[src/logic/ecb_pkg.sv]
// Shared types and cycle budgets for the exception sequencer.
// Assumes one 250 MHz core clock and a bus unit that runs each pulse.
`default_nettype none
package ecb_pkg;

   // Operations; six-word return shares the normal return budget.
   typedef enum logic [4:0] {
      ECB_OP_BREAKPOINT    = 5'h00,
      ECB_OP_INT_ISTACK    = 5'h01,
      ECB_OP_INT_MSTACK    = 5'h02,
      ECB_OP_RESET_INSTR   = 5'h03,
      ECB_OP_STOP          = 5'h04,
      ECB_OP_TRACE         = 5'h05,
      ECB_OP_TRAP_GROUP    = 5'h06,
      ECB_OP_CTRAP_TAKEN   = 5'h07,
      ECB_OP_CTRAP_WL_TAKEN = 5'h08,
      ECB_OP_CTRAP_NT      = 5'h09,
      ECB_OP_CTRAP_W_NT    = 5'h0a,
      ECB_OP_CTRAP_L_NT    = 5'h0b,
      ECB_OP_OVF_TAKEN     = 5'h0c,
      ECB_OP_OVF_NT        = 5'h0d,
      ECB_OP_FAULT_SHORT   = 5'h0e,
      ECB_OP_FAULT_LONG    = 5'h0f,
      ECB_OP_RTE_NORMAL    = 5'h10,
      ECB_OP_RTE_COPROC    = 5'h11,
      ECB_OP_RTE_SHORT_FLT = 5'h12,
      ECB_OP_RTE_LONG_FLT  = 5'h13,
      ECB_OP_RTE_THROWAWAY = 5'h14
   } ecb_op_type;

   // Timing case; code 3 is read as worst case.
   typedef enum logic [1:0] {
      ECB_CASE_BEST  = 2'h0,
      ECB_CASE_CACHE = 2'h1,
      ECB_CASE_WORST = 2'h2
   } ecb_case_type;

   // One budget: total clocks and counts of read, prefetch, write.
   typedef struct packed {
      logic [9:0] clocks;
      logic [4:0] reads;
      logic [1:0] prefetches;
      logic [4:0] writes;
   } ecb_budget_type;

   localparam int             ECB_OP_COUNT   = 21;
   localparam int             ECB_CASE_COUNT = 3;
   localparam logic [9:0]     ECB_ONE_CLK    = 10'h001;
   localparam ecb_budget_type ECB_ILLEGAL_BUDGET =
      '{10'h001, 5'h00, 2'h0, 5'h00};

   // Budget table, indexed by operation then timing case.
   localparam ecb_budget_type ECB_TABLE [ECB_OP_COUNT][ECB_CASE_COUNT] = '{
      '{'{10'h009,5'h01,2'h0,5'h00}, '{10'h00a,5'h01,2'h0,5'h00},
        '{10'h00a,5'h01,2'h0,5'h00}},
      '{'{10'h01a,5'h02,2'h0,5'h04}, '{10'h01a,5'h02,2'h0,5'h04},
        '{10'h021,5'h02,2'h2,5'h04}},
      '{'{10'h029,5'h02,2'h0,5'h08}, '{10'h029,5'h02,2'h0,5'h08},
        '{10'h030,5'h02,2'h2,5'h08}},
      '{'{10'h206,5'h00,2'h0,5'h00}, '{10'h206,5'h00,2'h0,5'h00},
        '{10'h207,5'h00,2'h1,5'h00}},
      '{'{10'h008,5'h00,2'h0,5'h00}, '{10'h008,5'h00,2'h0,5'h00},
        '{10'h008,5'h00,2'h0,5'h00}},
      '{'{10'h019,5'h01,2'h0,5'h05}, '{10'h019,5'h01,2'h0,5'h05},
        '{10'h020,5'h01,2'h2,5'h05}},
      '{'{10'h014,5'h01,2'h0,5'h04}, '{10'h014,5'h01,2'h0,5'h04},
        '{10'h01b,5'h01,2'h2,5'h04}},
      '{'{10'h017,5'h01,2'h0,5'h05}, '{10'h019,5'h01,2'h0,5'h05},
        '{10'h020,5'h01,2'h2,5'h05}},
      '{'{10'h017,5'h01,2'h0,5'h05}, '{10'h019,5'h01,2'h0,5'h05},
        '{10'h021,5'h01,2'h3,5'h05}},
      '{'{10'h001,5'h00,2'h0,5'h00}, '{10'h004,5'h00,2'h0,5'h00},
        '{10'h005,5'h00,2'h1,5'h00}},
      '{'{10'h003,5'h00,2'h0,5'h00}, '{10'h006,5'h00,2'h0,5'h00},
        '{10'h007,5'h00,2'h1,5'h00}},
      '{'{10'h005,5'h00,2'h0,5'h00}, '{10'h008,5'h00,2'h0,5'h00},
        '{10'h00a,5'h00,2'h2,5'h00}},
      '{'{10'h017,5'h01,2'h0,5'h05}, '{10'h019,5'h01,2'h0,5'h05},
        '{10'h020,5'h01,2'h2,5'h05}},
      '{'{10'h001,5'h00,2'h0,5'h00}, '{10'h004,5'h00,2'h0,5'h00},
        '{10'h005,5'h00,2'h1,5'h00}},
      '{'{10'h02a,5'h01,2'h0,5'h0a}, '{10'h02b,5'h01,2'h0,5'h0a},
        '{10'h032,5'h01,2'h2,5'h0a}},
      '{'{10'h04f,5'h01,2'h0,5'h18}, '{10'h04f,5'h01,2'h0,5'h18},
        '{10'h056,5'h01,2'h2,5'h18}},
      '{'{10'h014,5'h04,2'h0,5'h00}, '{10'h015,5'h04,2'h0,5'h00},
        '{10'h018,5'h04,2'h2,5'h00}},
      '{'{10'h01f,5'h07,2'h0,5'h00}, '{10'h020,5'h07,2'h0,5'h00},
        '{10'h021,5'h07,2'h1,5'h00}},
      '{'{10'h02a,5'h0a,2'h0,5'h00}, '{10'h02b,5'h0a,2'h0,5'h00},
        '{10'h02d,5'h0a,2'h2,5'h00}},
      '{'{10'h05b,5'h18,2'h0,5'h00}, '{10'h05c,5'h18,2'h0,5'h00},
        '{10'h05e,5'h18,2'h2,5'h00}},
      '{'{10'h00f,5'h04,2'h0,5'h00}, '{10'h010,5'h04,2'h0,5'h00},
        '{10'h027,5'h04,2'h0,5'h00}}
   };

   // Folds the unused case code onto worst case.
   function automatic ecb_case_type ecb_case_fix(input logic [1:0] sel);
      ecb_case_fix = (sel > ECB_CASE_WORST) ? ECB_CASE_WORST
                                            : ecb_case_type'(sel);
   endfunction : ecb_case_fix

   // Bus slot at clock k: reads first, then prefetches, then writes.
   function automatic logic [2:0] ecb_slot(input logic [9:0] k,
                                           input ecb_budget_type b);
      logic [9:0] r_end;
      logic [9:0] p_end;
      logic [9:0] w_end;
      r_end = {5'h00, b.reads};
      p_end = r_end + {8'h00, b.prefetches};
      w_end = p_end + {5'h00, b.writes};
      ecb_slot = {k < r_end, (k >= r_end) && (k < p_end),
                  (k >= p_end) && (k < w_end)};
   endfunction : ecb_slot

endpackage : ecb_pkg
`default_nettype wire

[src/logic/ecb_budget_if.sv]
// Lookup port between the sequencer and its budget table.
// Assumes both ends sit in the core clock domain; purely combinational.
`timescale 1ns/100ps
`default_nettype none
interface ecb_budget_if;
   import ecb_pkg::*;
   ecb_op_type     op;      // Operation to look up.
   ecb_case_type   sel;     // Timing case to look up.
   ecb_budget_type budget;  // Budget returned by the table.

   // The table answers; the sequencer asks.
   modport table_side (input op, input sel, output budget);
   modport seq_side   (output op, output sel, input budget);
endinterface : ecb_budget_if
`default_nettype wire

[src/logic/ecb_budget_table.sv]
// Budget table: maps an operation and timing case to its bus budget.
// Assumes the asker holds op and sel stable for the cycle it samples.
`timescale 1ns/100ps
`default_nettype none
module ecb_budget_table
   import ecb_pkg::*;
(
   // Lookup port.
   ecb_budget_if.table_side lk
);

   // Unknown operation codes get a one-clock budget with no bus cycles,
   // so a bad request can never hang the sequencer.
   always_comb begin
      if (int'(lk.op) < ECB_OP_COUNT) begin
         lk.budget = ECB_TABLE[int'(lk.op)][int'(ecb_case_fix(lk.sel))];
      end else begin
         lk.budget = ECB_ILLEGAL_BUDGET;
      end
   end

endmodule : ecb_budget_table
`default_nettype wire

[src/logic/ecb_exception_sequencer.sv]
// Exception sequencer: spends each operation's clock budget and issues
// read, prefetch and write bus-cycle pulses within it.
// Assumes a bus unit that takes one pulse per cycle without stalling.
`timescale 1ns/100ps
`default_nettype none
module ecb_exception_sequencer
   import ecb_pkg::*;
(
   // Clock and reset.
   input  wire  logic        core_clk,
   input  wire  logic        rst_n,
   // Request.
   input  wire  logic        req_valid,
   input  wire  ecb_op_type  req_op,
   input  wire  logic [1:0]  req_case,
   input  wire  ecb_op_type  req_next_op,
   // Status.
   output logic              busy,
   output logic              done,
   // Bus-cycle pulses.
   output logic              bus_read,
   output logic              bus_prefetch,
   output logic              bus_write
);

   // Sequencer states.
   typedef enum logic [0:0] {
      ECB_ST_IDLE = 1'b0,
      ECB_ST_RUN  = 1'b1
   } ecb_state_type;

   ecb_budget_if bif ();                      // Table lookup port.

   ecb_state_type  state_ff, nxt_state;       // Current state.
   ecb_budget_type budget_ff, nxt_budget;     // Budget being spent.
   logic [9:0]     cnt_ff, nxt_cnt;           // Clocks spent so far.
   logic           chain_ff, nxt_chain;       // Second frame pending.
   ecb_op_type     next_op_ff, nxt_next_op;   // Second frame kind.
   ecb_case_type   case_ff, nxt_case;         // Latched timing case.
   logic           busy_ff, nxt_busy;         // Operation in progress.
   logic           done_ff, nxt_done;         // Completion pulse.
   logic [2:0]     slot_ff, nxt_slot;         // {read,prefetch,write}.

   ecb_budget_table u_table (.lk(bif));

   // While idle the table sees the new request; while running it sees
   // the second frame, so the chain can load with no dead clock.
   assign bif.op  = (state_ff == ECB_ST_IDLE) ? req_op : next_op_ff;
   assign bif.sel = (state_ff == ECB_ST_IDLE) ? ecb_case_fix(req_case)
                                              : case_ff;

   // Next-state logic; requests while busy are ignored.
   always_comb begin
      nxt_state   = state_ff;
      nxt_budget  = budget_ff;
      nxt_cnt     = cnt_ff;
      nxt_chain   = chain_ff;
      nxt_next_op = next_op_ff;
      nxt_case    = case_ff;
      nxt_busy    = busy_ff;
      nxt_done    = 1'b0;
      nxt_slot    = 3'h0;
      unique case (state_ff)
         ECB_ST_IDLE: begin
            if (req_valid) begin
               // Start at clock 0 of the looked-up budget.
               nxt_state   = ECB_ST_RUN;
               nxt_budget  = bif.budget;
               nxt_cnt     = 10'h000;
               nxt_chain   = (req_op == ECB_OP_RTE_THROWAWAY);
               nxt_next_op = req_next_op;
               nxt_case    = ecb_case_fix(req_case);
               nxt_busy    = 1'b1;
               nxt_slot    = ecb_slot(10'h000, bif.budget);
            end
         end
         ECB_ST_RUN: begin
            if (cnt_ff != budget_ff.clocks - ECB_ONE_CLK) begin
               // Spend one more clock of the budget.
               nxt_cnt  = cnt_ff + ECB_ONE_CLK;
               nxt_slot = ecb_slot(cnt_ff + ECB_ONE_CLK, budget_ff);
            end else if (chain_ff) begin
               // Throwaway frame over: the second frame's time follows.
               nxt_budget = bif.budget;
               nxt_cnt    = 10'h000;
               nxt_chain  = 1'b0;
               nxt_slot   = ecb_slot(10'h000, bif.budget);
            end else begin
               // Budget spent; report and return to idle.
               nxt_state = ECB_ST_IDLE;
               nxt_busy  = 1'b0;
               nxt_done  = 1'b1;
            end
         end
      endcase
   end

   // State registers.
   always_ff @(posedge core_clk or negedge rst_n) begin
      if (!rst_n) begin
         state_ff   <= ECB_ST_IDLE;
         budget_ff  <= ECB_ILLEGAL_BUDGET;
         cnt_ff     <= 10'h000;
         chain_ff   <= 1'b0;
         next_op_ff <= ECB_OP_RTE_NORMAL;
         case_ff    <= ECB_CASE_BEST;
         busy_ff    <= 1'b0;
         done_ff    <= 1'b0;
         slot_ff    <= 3'h0;
      end else begin
         state_ff   <= nxt_state;
         budget_ff  <= nxt_budget;
         cnt_ff     <= nxt_cnt;
         chain_ff   <= nxt_chain;
         next_op_ff <= nxt_next_op;
         case_ff    <= nxt_case;
         busy_ff    <= nxt_busy;
         done_ff    <= nxt_done;
         slot_ff    <= nxt_slot;
      end
   end

   // Outputs straight from flip-flops.
   assign busy         = busy_ff;
   assign done         = done_ff;
   assign bus_read     = slot_ff[2];
   assign bus_prefetch = slot_ff[1];
   assign bus_write    = slot_ff[0];

   // Checking helpers: count busy clocks and pulses over one request.
   ecb_op_type     h_op_ff, nxt_h_op;      // Operation that started it.
   ecb_op_type     h_next_ff, nxt_h_next;  // Second frame of it.
   ecb_case_type   h_case_ff, nxt_h_case;  // Its timing case.
   logic [10:0]    h_clk_ff, nxt_h_clk;    // Busy clocks counted.
   logic [5:0]     h_rd_ff, nxt_h_rd;      // Read pulses counted.
   logic [5:0]     h_pf_ff, nxt_h_pf;      // Prefetch pulses counted.
   logic [5:0]     h_wr_ff, nxt_h_wr;      // Write pulses counted.
   logic           h_ok;                   // Counts match one budget.
   logic           h_chain_ok;             // Counts match both frames.
   ecb_budget_type h_a;                    // Budget of the request.
   ecb_budget_type h_b;                    // Budget of its second frame.

   // Helper next values: a taken request restarts the counts; otherwise
   // they add up busy clocks and pulses as the registers show them.
   always_comb begin
      nxt_h_op   = h_op_ff;
      nxt_h_next = h_next_ff;
      nxt_h_case = h_case_ff;
      nxt_h_clk  = h_clk_ff + {10'h000, busy_ff};
      nxt_h_rd   = h_rd_ff + {5'h00, bus_read};
      nxt_h_pf   = h_pf_ff + {5'h00, bus_prefetch};
      nxt_h_wr   = h_wr_ff + {5'h00, bus_write};
      if ((state_ff == ECB_ST_IDLE) && req_valid) begin
         nxt_h_op   = req_op;
         nxt_h_next = req_next_op;
         nxt_h_case = ecb_case_fix(req_case);
         nxt_h_clk  = 11'h000;
         nxt_h_rd   = 6'h00;
         nxt_h_pf   = 6'h00;
         nxt_h_wr   = 6'h00;
      end
   end

   // Helper registers.
   always_ff @(posedge core_clk or negedge rst_n) begin
      if (!rst_n) begin
         h_op_ff   <= ECB_OP_STOP;
         h_next_ff <= ECB_OP_RTE_NORMAL;
         h_case_ff <= ECB_CASE_BEST;
         h_clk_ff  <= 11'h000;
         h_rd_ff   <= 6'h00;
         h_pf_ff   <= 6'h00;
         h_wr_ff   <= 6'h00;
      end else begin
         h_op_ff   <= nxt_h_op;
         h_next_ff <= nxt_h_next;
         h_case_ff <= nxt_h_case;
         h_clk_ff  <= nxt_h_clk;
         h_rd_ff   <= nxt_h_rd;
         h_pf_ff   <= nxt_h_pf;
         h_wr_ff   <= nxt_h_wr;
      end
   end

   always_comb begin
      h_a = ECB_TABLE[int'(h_op_ff) % ECB_OP_COUNT][int'(h_case_ff)];
      h_b = ECB_TABLE[int'(h_next_ff) % ECB_OP_COUNT][int'(h_case_ff)];
      h_ok = (h_clk_ff == {1'b0, h_a.clocks}) &&
             (h_rd_ff == {1'b0, h_a.reads}) &&
             (h_pf_ff == {4'h0, h_a.prefetches}) &&
             (h_wr_ff == {1'b0, h_a.writes});
      h_chain_ok = (h_clk_ff == {1'b0, h_a.clocks} + {1'b0, h_b.clocks}) &&
                   (h_rd_ff == {1'b0, h_a.reads} + {1'b0, h_b.reads}) &&
                   (h_pf_ff == {4'h0, h_b.prefetches}) &&
                   (h_wr_ff == {1'b0, h_b.writes});
   end

   // A finished request of kind o spent exactly its tabled budget.
   property budget_p(ecb_op_type o);
      @(posedge core_clk) disable iff (!rst_n)
      (done_ff && (h_op_ff == o)) |-> h_ok;
   endproperty

   breakpoint_instruction_budget_a:    assert property (budget_p(ECB_OP_BREAKPOINT))
      else $error("breakpoint budget wrong");
   istack_budget_a:  assert property (budget_p(ECB_OP_INT_ISTACK))
      else $error("interrupt stack entry budget wrong");
   mstack_budget_a:  assert property (budget_p(ECB_OP_INT_MSTACK))
      else $error("master stack entry budget wrong");
   reset_nobus_a:    assert property (@(posedge core_clk)
      disable iff (!rst_n) (busy_ff && (h_op_ff == ECB_OP_RESET_INSTR))
      |-> !bus_read && !bus_write && (h_clk_ff < {1'b0, h_a.clocks}))
      else $error("reset instruction used bus or overran");
   trace_budget_a:   assert property (budget_p(ECB_OP_TRACE))
      else $error("trace budget wrong");
   trap_budget_a:    assert property (budget_p(ECB_OP_TRAP_GROUP))
      else $error("trap group budget wrong");
   ctrap_taken_a:    assert property (@(posedge core_clk)
      disable iff (!rst_n) (done_ff && ((h_op_ff == ECB_OP_CTRAP_TAKEN) ||
      (h_op_ff == ECB_OP_CTRAP_WL_TAKEN))) |-> h_ok && (h_wr_ff == 6'h05))
      else $error("taken conditional trap budget wrong");
   ctrap_skip_a:     assert property (@(posedge core_clk)
      disable iff (!rst_n) (done_ff && (h_op_ff >= ECB_OP_CTRAP_NT) &&
      (h_op_ff <= ECB_OP_CTRAP_L_NT)) |-> h_ok && (h_wr_ff == 6'h00))
      else $error("untaken conditional trap budget wrong");
   ovf_trap_a:       assert property (@(posedge core_clk)
      disable iff (!rst_n) (done_ff && ((h_op_ff == ECB_OP_OVF_TAKEN) ||
      (h_op_ff == ECB_OP_OVF_NT))) |-> h_ok)
      else $error("overflow trap budget wrong");
   fault_short_a:    assert property (budget_p(ECB_OP_FAULT_SHORT))
      else $error("short fault save budget wrong");
   fault_long_a:     assert property (budget_p(ECB_OP_FAULT_LONG))
      else $error("long fault save budget wrong");
   rte_normal_a:     assert property (budget_p(ECB_OP_RTE_NORMAL))
      else $error("normal return budget wrong");
   rte_coproc_a:     assert property (budget_p(ECB_OP_RTE_COPROC))
      else $error("coprocessor return budget wrong");
   rte_fault_a:      assert property (@(posedge core_clk)
      disable iff (!rst_n) (done_ff && ((h_op_ff == ECB_OP_RTE_SHORT_FLT) ||
      (h_op_ff == ECB_OP_RTE_LONG_FLT))) |-> h_ok)
      else $error("fault frame return budget wrong");
   rte_chain_a:      assert property (@(posedge core_clk)
      disable iff (!rst_n) (done_ff && (h_op_ff == ECB_OP_RTE_THROWAWAY) &&
      (h_next_ff != ECB_OP_RTE_THROWAWAY)) |-> h_chain_ok)
      else $error("throwaway return did not add second frame");
   stop_hold_a:      assert property (@(posedge core_clk)
      disable iff (!rst_n) ($rose(busy_ff) && (h_op_ff == ECB_OP_STOP))
      |-> (busy_ff && !slot_ff[2] && !slot_ff[1] && !slot_ff[0])[*8]
      ##1 (!busy_ff && done_ff))
      else $error("stop did not take eight quiet clocks");

   // Main scenarios worth seeing.
   breakpoint_instruction_seen_c:  cover property (@(posedge core_clk) disable iff (!rst_n)
      done_ff && (h_op_ff == ECB_OP_BREAKPOINT));
   chain_seen_c: cover property (@(posedge core_clk) disable iff (!rst_n)
      done_ff && (h_op_ff == ECB_OP_RTE_THROWAWAY));
   worst_seen_c: cover property (@(posedge core_clk) disable iff (!rst_n)
      done_ff && (h_case_ff == ECB_CASE_WORST) && (h_pf_ff != 6'h00));
   b2b_seen_c:   cover property (@(posedge core_clk) disable iff (!rst_n)
      done_ff && req_valid);

endmodule : ecb_exception_sequencer
`default_nettype wire

[config.mk]
export PLATFORM = sky130hd
export DESIGN_NAME = ecb_exception_sequencer
export DESIGN_NICKNAME = d
export VERILOG_FILES = /design/src/logic/ecb_pkg.sv /design/src/logic/ecb_budget_if.sv /design/src/logic/ecb_budget_table.sv /design/src/logic/ecb_exception_sequencer.sv
export SDC_FILE = /design/constraint.sdc
export NUM_CORES = 1
export LEC_CHECK = 0
export BUFFER_PORTS_ARGS = -buffer_cell sky130_fd_sc_hd__clkbuf_2
export CAP_MARGIN = 25
export CORE_ASPECT_RATIO = 1.2
export CORE_MARGIN = 5
export CORE_UTILIZATION = 42
export CTS_CLUSTER_DIAMETER = 30
export DETAILED_ROUTE_END_ITERATION = 12
export GPL_TIMING_DRIVEN = 0
export HOLD_SLACK_MARGIN = 0.12
export PLACE_DENSITY = 0.57
export SLEW_MARGIN = 10
export SYNTH_ARGS = -nofsm -noshare
export SYNTH_HDL_FRONTEND = slang
export SYNTH_SLANG_ARGS = --single-unit
[constraint.sdc]
create_clock -name core_clk -period 4.6 [get_ports core_clk]
set_input_delay 0.46 -clock core_clk [delete_from_list [all_inputs] [get_ports core_clk]]
set_output_delay 0.46 -clock core_clk [all_outputs]
set_load 0.02 [all_outputs]
=== Yosys cells after proc, flatten, opt, wreduce, memory -nomap -nowiden ===
Memories as Yosys holds them, arrays and structs flattened.
Cells that the tools add are included.

* Bits in registers: 46
* ROM bits: 2112
* Bits of input ports: 15
* Output and inout port bits: 5
* Word-level logic and storage cells: 89
* Memories kept: 1

{| class="wikitable"
|+ Memory list
! name !! depth !! width !! read ports !! clocked after memory_dff !! write ports !! line !! text
|-
| (name not given) || 32 || 66 || 1 || 0 || 0 || ecb_budget_table.sv:16 || <nowiki>lk.budget = ECB_TABLE[int'(lk.op)][int'(ecb_case_fix(lk.sel))];</nowiki>
|}

* $add $sub $neg: 6
* $lt $le $gt $ge: 15
* Eq/ne operators: 7
* Multiplexer cells: 36
* Bitwise operators: 3
* Reductions and logical operators: 9

{| class="wikitable"
|+ Operators with widths
! kind !! count
|-
| 22-bit 2-to-1 mux || 6
|-
| 66-bit 2-to-1 mux || 2
|-
| 22-bit binary-select mux with 2-bit select || 1
|-
| 22-bit case mux with 2 select lines || 1
|-
| 32-bit by 3-bit >= comparator with 1-bit output (second input constant) || 1
|-
| 32-bit by 6-bit >= comparator with 1-bit output (second input constant) || 1
|-
| 2-bit inverter with 32-bit output || 1
|-
| 5-bit inverter with 32-bit output || 1
|-
| 10-bit 2-to-1 mux || 3
|-
| 10-bit case mux with 2 select lines || 1
|-
| 6-bit by 5-bit adder with 7-bit output || 2
|-
| 5-bit by 2-bit adder with 6-bit output || 2
|-
| 1-bit 2-to-1 mux || 11
|-
| 10-bit by 1-bit adder with 10-bit output (second input constant) || 1
|-
| 10-bit by 5-bit >= comparator with 1-bit output || 1
|-
| 10-bit by 6-bit >= comparator with 1-bit output || 1
|-
| 10-bit by 5-bit less-than comparator with 1-bit output || 1
|-
| 10-bit by 6-bit less-than comparator with 1-bit output || 1
|-
| 10-bit by 7-bit less-than comparator with 1-bit output || 1
|-
| 10-bit inequality test || 1
|-
| 10-bit by 1-bit subtractor with 10-bit output (second input constant) || 1
|-
| 3-bit 2-to-1 mux || 3
|-
| 1-bit by 7-bit less-than comparator with 1-bit output (first input constant) || 1
|-
| 1-bit by 6-bit >= comparator with 1-bit output (first input constant) || 1
|-
| other kinds (17) || 30
|}

=== Longest topological paths before layout ===
* Word-level depth: 17
* Depth in mapped cells: 20
* Depth with buffers taken out: 18

=== Hierarchy ===
A second synthesis with hierarchy kept.

* Cells, all modules: 522
* Area, all modules: 4536.9 µm²

{| class="wikitable"
|+ By module, submodules not included
! module !! times used !! cells an instance !! area an instance (µm²) !! seq. area each (µm²)
|-
| ecb_exception_sequencer || 1 || 358 || 3462.1 || 1153.6
|-
| ecb_budget_table || 1 || 164 || 1074.8 || 0.0
|}

=== Least setup slack after synthesis ===
Ideal clock, no wire load.

* Path type: register to register
* Start point: register state_ff
* End point: register slot_ff[0]
* Setup time: 141 ps
* Data arrival time: 3880 ps
* Required time: 4459 ps
* Slack: 579 ps
* Stages on the path, launching flop included: 17
* Buffers on the path: 3
* Clock period less this slack: 4021 ps
* Cell sequence: dfrtp_1 clkbuf_1 buf_2 mux2i_1 ha_1 clkbuf_1 or3_1 a21oi_1 o211a_1 inv_1 fa_1 inv_1 fa_1 nor3_1 nand3_1 nand2_1 o22ai_1

{| class="wikitable"
|+ RTL lines
! element !! line !! text
|-
| start, declared || ecb_exception_sequencer.sv:34 || <nowiki>ecb_state_type state_ff, nxt_state;</nowiki>
|-
| start signal, assigned || ecb_exception_sequencer.sv:111 || <nowiki>state_ff <= nxt_state;</nowiki>
|-
| end signal, assigned || ecb_exception_sequencer.sv:119 || <nowiki>slot_ff <= nxt_slot;</nowiki>
|-
| end, declared || ecb_exception_sequencer.sv:42 || <nowiki>logic [2:0] slot_ff, nxt_slot;</nowiki>
|}

==> qor.yml <==
synth_edf_count: 0
layout_setup_ws_ps: 277
seqPwrFrac_pct: 18.0
grtUsageTotal_pct: 21.5
rsz0062_at_grt: "no"
fill_cells: 1037
cp_slowest_cell: "fa_1"
die_y_um: 122
crit_required_ps: 4720
die_x_um: 103
final_cell_mix: "nand2_1, inv_1, ha_1"
holdPathStages: 3
holdWs_ps: 337
initialDrtViolationCount: 242
routed_wl_um: 12900
path_depth: 16
hold_viol_final: 0
grt_max_degree: 31
num_antenna_cells: 0
end_kind: "flip-flop"
route.detailed.drc: 0
p_per_area_nw_per_um2: 853
start_util_pct: 42.3
cts_sinks: 44
fmax_mhz: 231
grt_pass1_vias: 3891
regToRegStartpoint: "state_ff"
synth_top_area_share_pct: 23.9
grt-ovfl-total: 0
cp_top_family: "adder cells"
fin_cells: 680
synth-compound-area-share_pct: 22.1
finalCritPeriodShare_pct: 94.0
clk_pin_slew_ps: 70
hold_start: "req_next_op[4]"
worstHoldEndpoint: "next_op_ff[4]"
p_int_mw: 2.04
insertion_delay_ps: 290
setup_viol: 0
io_pins: 20
p_clk_share_pct: 9.0
fin_nets: 613
fin_worst_skew_ps: 9.20
yosys_register_bits: 44
route.antenna.remaining_nets: 0
crit_chain: "clkbuf_1 > mux2i_2 > buf_4 > ha_1 > clkbuf_1 > or3_1 > a21oi_1 > o211a_1 > inv_1 > fa_1 > inv_1 > fa_1 > nor3_1 > nand3_1 > nand2_1 > o22ai_1"
leakage_nw: 2.33
finalCriticalPeriod_ps: 4320
cts_tree: "built"
tightestPinTransition_ps: 765
cap_violations: 0
reg2reg_depth: 16
slew_headroom_pct: 47.5
slowest_delay_ps: 570
grt_antenna_before_repair: 0
post_drt_wl_per_cell_um: 19.0
synthXorXnorAreaFrac_pct: 4.18
numCtsBuffers: 5
dp_hpwl_um: 10200
reg2reg_slack_ps: 280
first_pass_iters: 5
ir_worst_vdd_uv: 386
synthMuxAreaShare_pct: 10.6
yosysTopAreaCell: "dfrtp_1"
cts_max_level: 2
synthesis.area_um2: 4400
die_area_um2: 12600
synthAdderAreaFrac_pct: 14.3
syn_avg_cell_area_um2: 8.52
p_sw_mw: 2.15
crit_buf_inv: 5
cts_buffer_depth: 2
place_ws_ps: -280
hold_path.class: "in2reg"
syn_inst: 517
yosys_most_used_dff: "dfrtp_1"
grt_pass1_wl_um: 21100
gp_congestion: 0.933
synthSimpleGateAreaFrac_pct: 17.0
ys_seq_area_share_pct: 25.1
crit_type: "reg2reg"
drv_slew: 0
async_flop_share_pct: 100
viasPerCell: 5.95
core-area_um2: 10400
arrival_ps: 4450
combPwrFrac_pct: 73.0
cp_max_fo: 10
synth_top_family_by_area: "compound AO/OA/AOI/OAI gates"
syn_to_final_growth_pct: 11.4
ctsRootBufferMaster: "clkbuf_16"
port_buffers: 19
critPathLaunchType: "flip-flop"
final_common_cell: "nand2_1"
outcome: "finished clean"
vias: 4047
synth_cell_types: 64
drive_gt1_share_pct: 14.0
rows: 41
rr_endpoint: "slot_ff[0]"
yosysWarnings: 0
p_sw_share_pct: 51.3
synth_nets: 580
dp_cells: 667
synth.area.top_cells: "dfrtp_1, ha_1, mux2_4"
==> power by group through the flow <==
stage               registers [mW]  clock network (mW)  logic (mW)
floorplan                    0.704                   0        2.23
CTS                          0.750               0.386        3.00
detailed placement           0.754                   0        2.98
global route                 0.779               0.404        3.40
global placement             0.749                   0        2.94
finish                       0.751               0.376        3.05
==> Yosys cell counts (all sizes together) (5+ instances only) <==
cell and number:
nand4 6, a31oi 6, mux2 22, nor3 11, xnor2 14, o21ai 33, o32ai 6, a21oi 31
mux2i 17, nor2 30, xor2 7, o22ai 8, nor2b 5, nand2b 8, dfrtp 42, nand3 16
nand2 46, a21o 8, buf 10, o221ai 8, clkbuf 16, and3 5, ha 44, inv 45
or3 7
==> area by class of cell <==
cell class                 instances  area (um2)  area share, %
clock buffer                       6         139           2.83
tap                              129         161           3.29
timing repair buffer              26         163           3.32
inverter                          45         169           3.44
sequential                        44        1100           22.5
buffer                            26         130           2.65
multi-input combinational        402        3020           61.6
clock inverter                     2        15.0          0.306
==> through the flow <==
stage | utilization, % | power, mW | TNS [ps] | area [um2]
final | 47.1 | 4.18 | 0 | 4900
after global routing | 47.1 | 4.58 | 0 | 4900
after CTS | 46.7 | 4.14 | 0 | 4860
after detailed placement | 45.0 | 3.74 | -395 | 4690
after global placement | 44.7 | 3.68 | -447 | 4660
after floorplan | - | 2.93 | 0 | 4400
==> worst min-delay path, cell delays in order <==
cell      delay [ps]
clkbuf_2          80
nand2_1           50
nand2_1           40
==> routing by layer <==
metal | wire length [um] | share of wire [%] | vias to the layer above | GRT usage, %
li1 | - | - | 1954 | -
met5 | 0 | 0 | - | 0
met4 | 395 | 3.1 | 0 | 7.61
met1 | 5350 | 41 | 1933 | 26.9
met3 | 584 | 4.5 | 23 | 2.92
met2 | 6580 | 51 | 137 | 37.3
==> cell families (layout without fill, tap and decap cells) <==
kind of cell | count (synthesis) | after routing
fa+ha+maj | 48 | 48
simple gates | 152 | 152
compound gates | 142 | 142
mux | 39 | 39
xor+xnor | 21 | 21
buf+inv | 71 | 105
flops | 44 | 44
==> what timing repair did <==
action / 4_1_cts / 5_1_grt
hold buffers: 1 / 0
pin swaps: 0 / 0
buffers inserted: 0 / 4
setup endpoints to repair: 2 / 1
hold endpoints to repair: 5 / 0
resized for setup: 2 / 4
==> worst max path at each step <==
| stage | startpoint | slack (ps) | end |
|---|---|---|---|
| 2_1_floorplan | state_ff | 580 | slot_ff[0] |
| 3_3_place_gp | state_ff | -330 | slot_ff[0] |
| 3_5_place_dp | state_ff | -280 | slot_ff[0] |
| 4_1_cts | state_ff | 140 | slot_ff[0] |
| 5_1_grt | state_ff | 20 | slot_ff[0] |
| 6_report | state_ff | 280 | slot_ff[0] |
==> sequential cells by signal, summed over array words and instances, names as in the netlist <==
name / cells
budget_ff: 20
busy: 1
case_ff: 2
chain_ff: 1
cnt_ff: 10
done: 1
next_op_ff: 5
slot_ff: 3
state_ff: 1
Power figures use the tool's default switching activity.
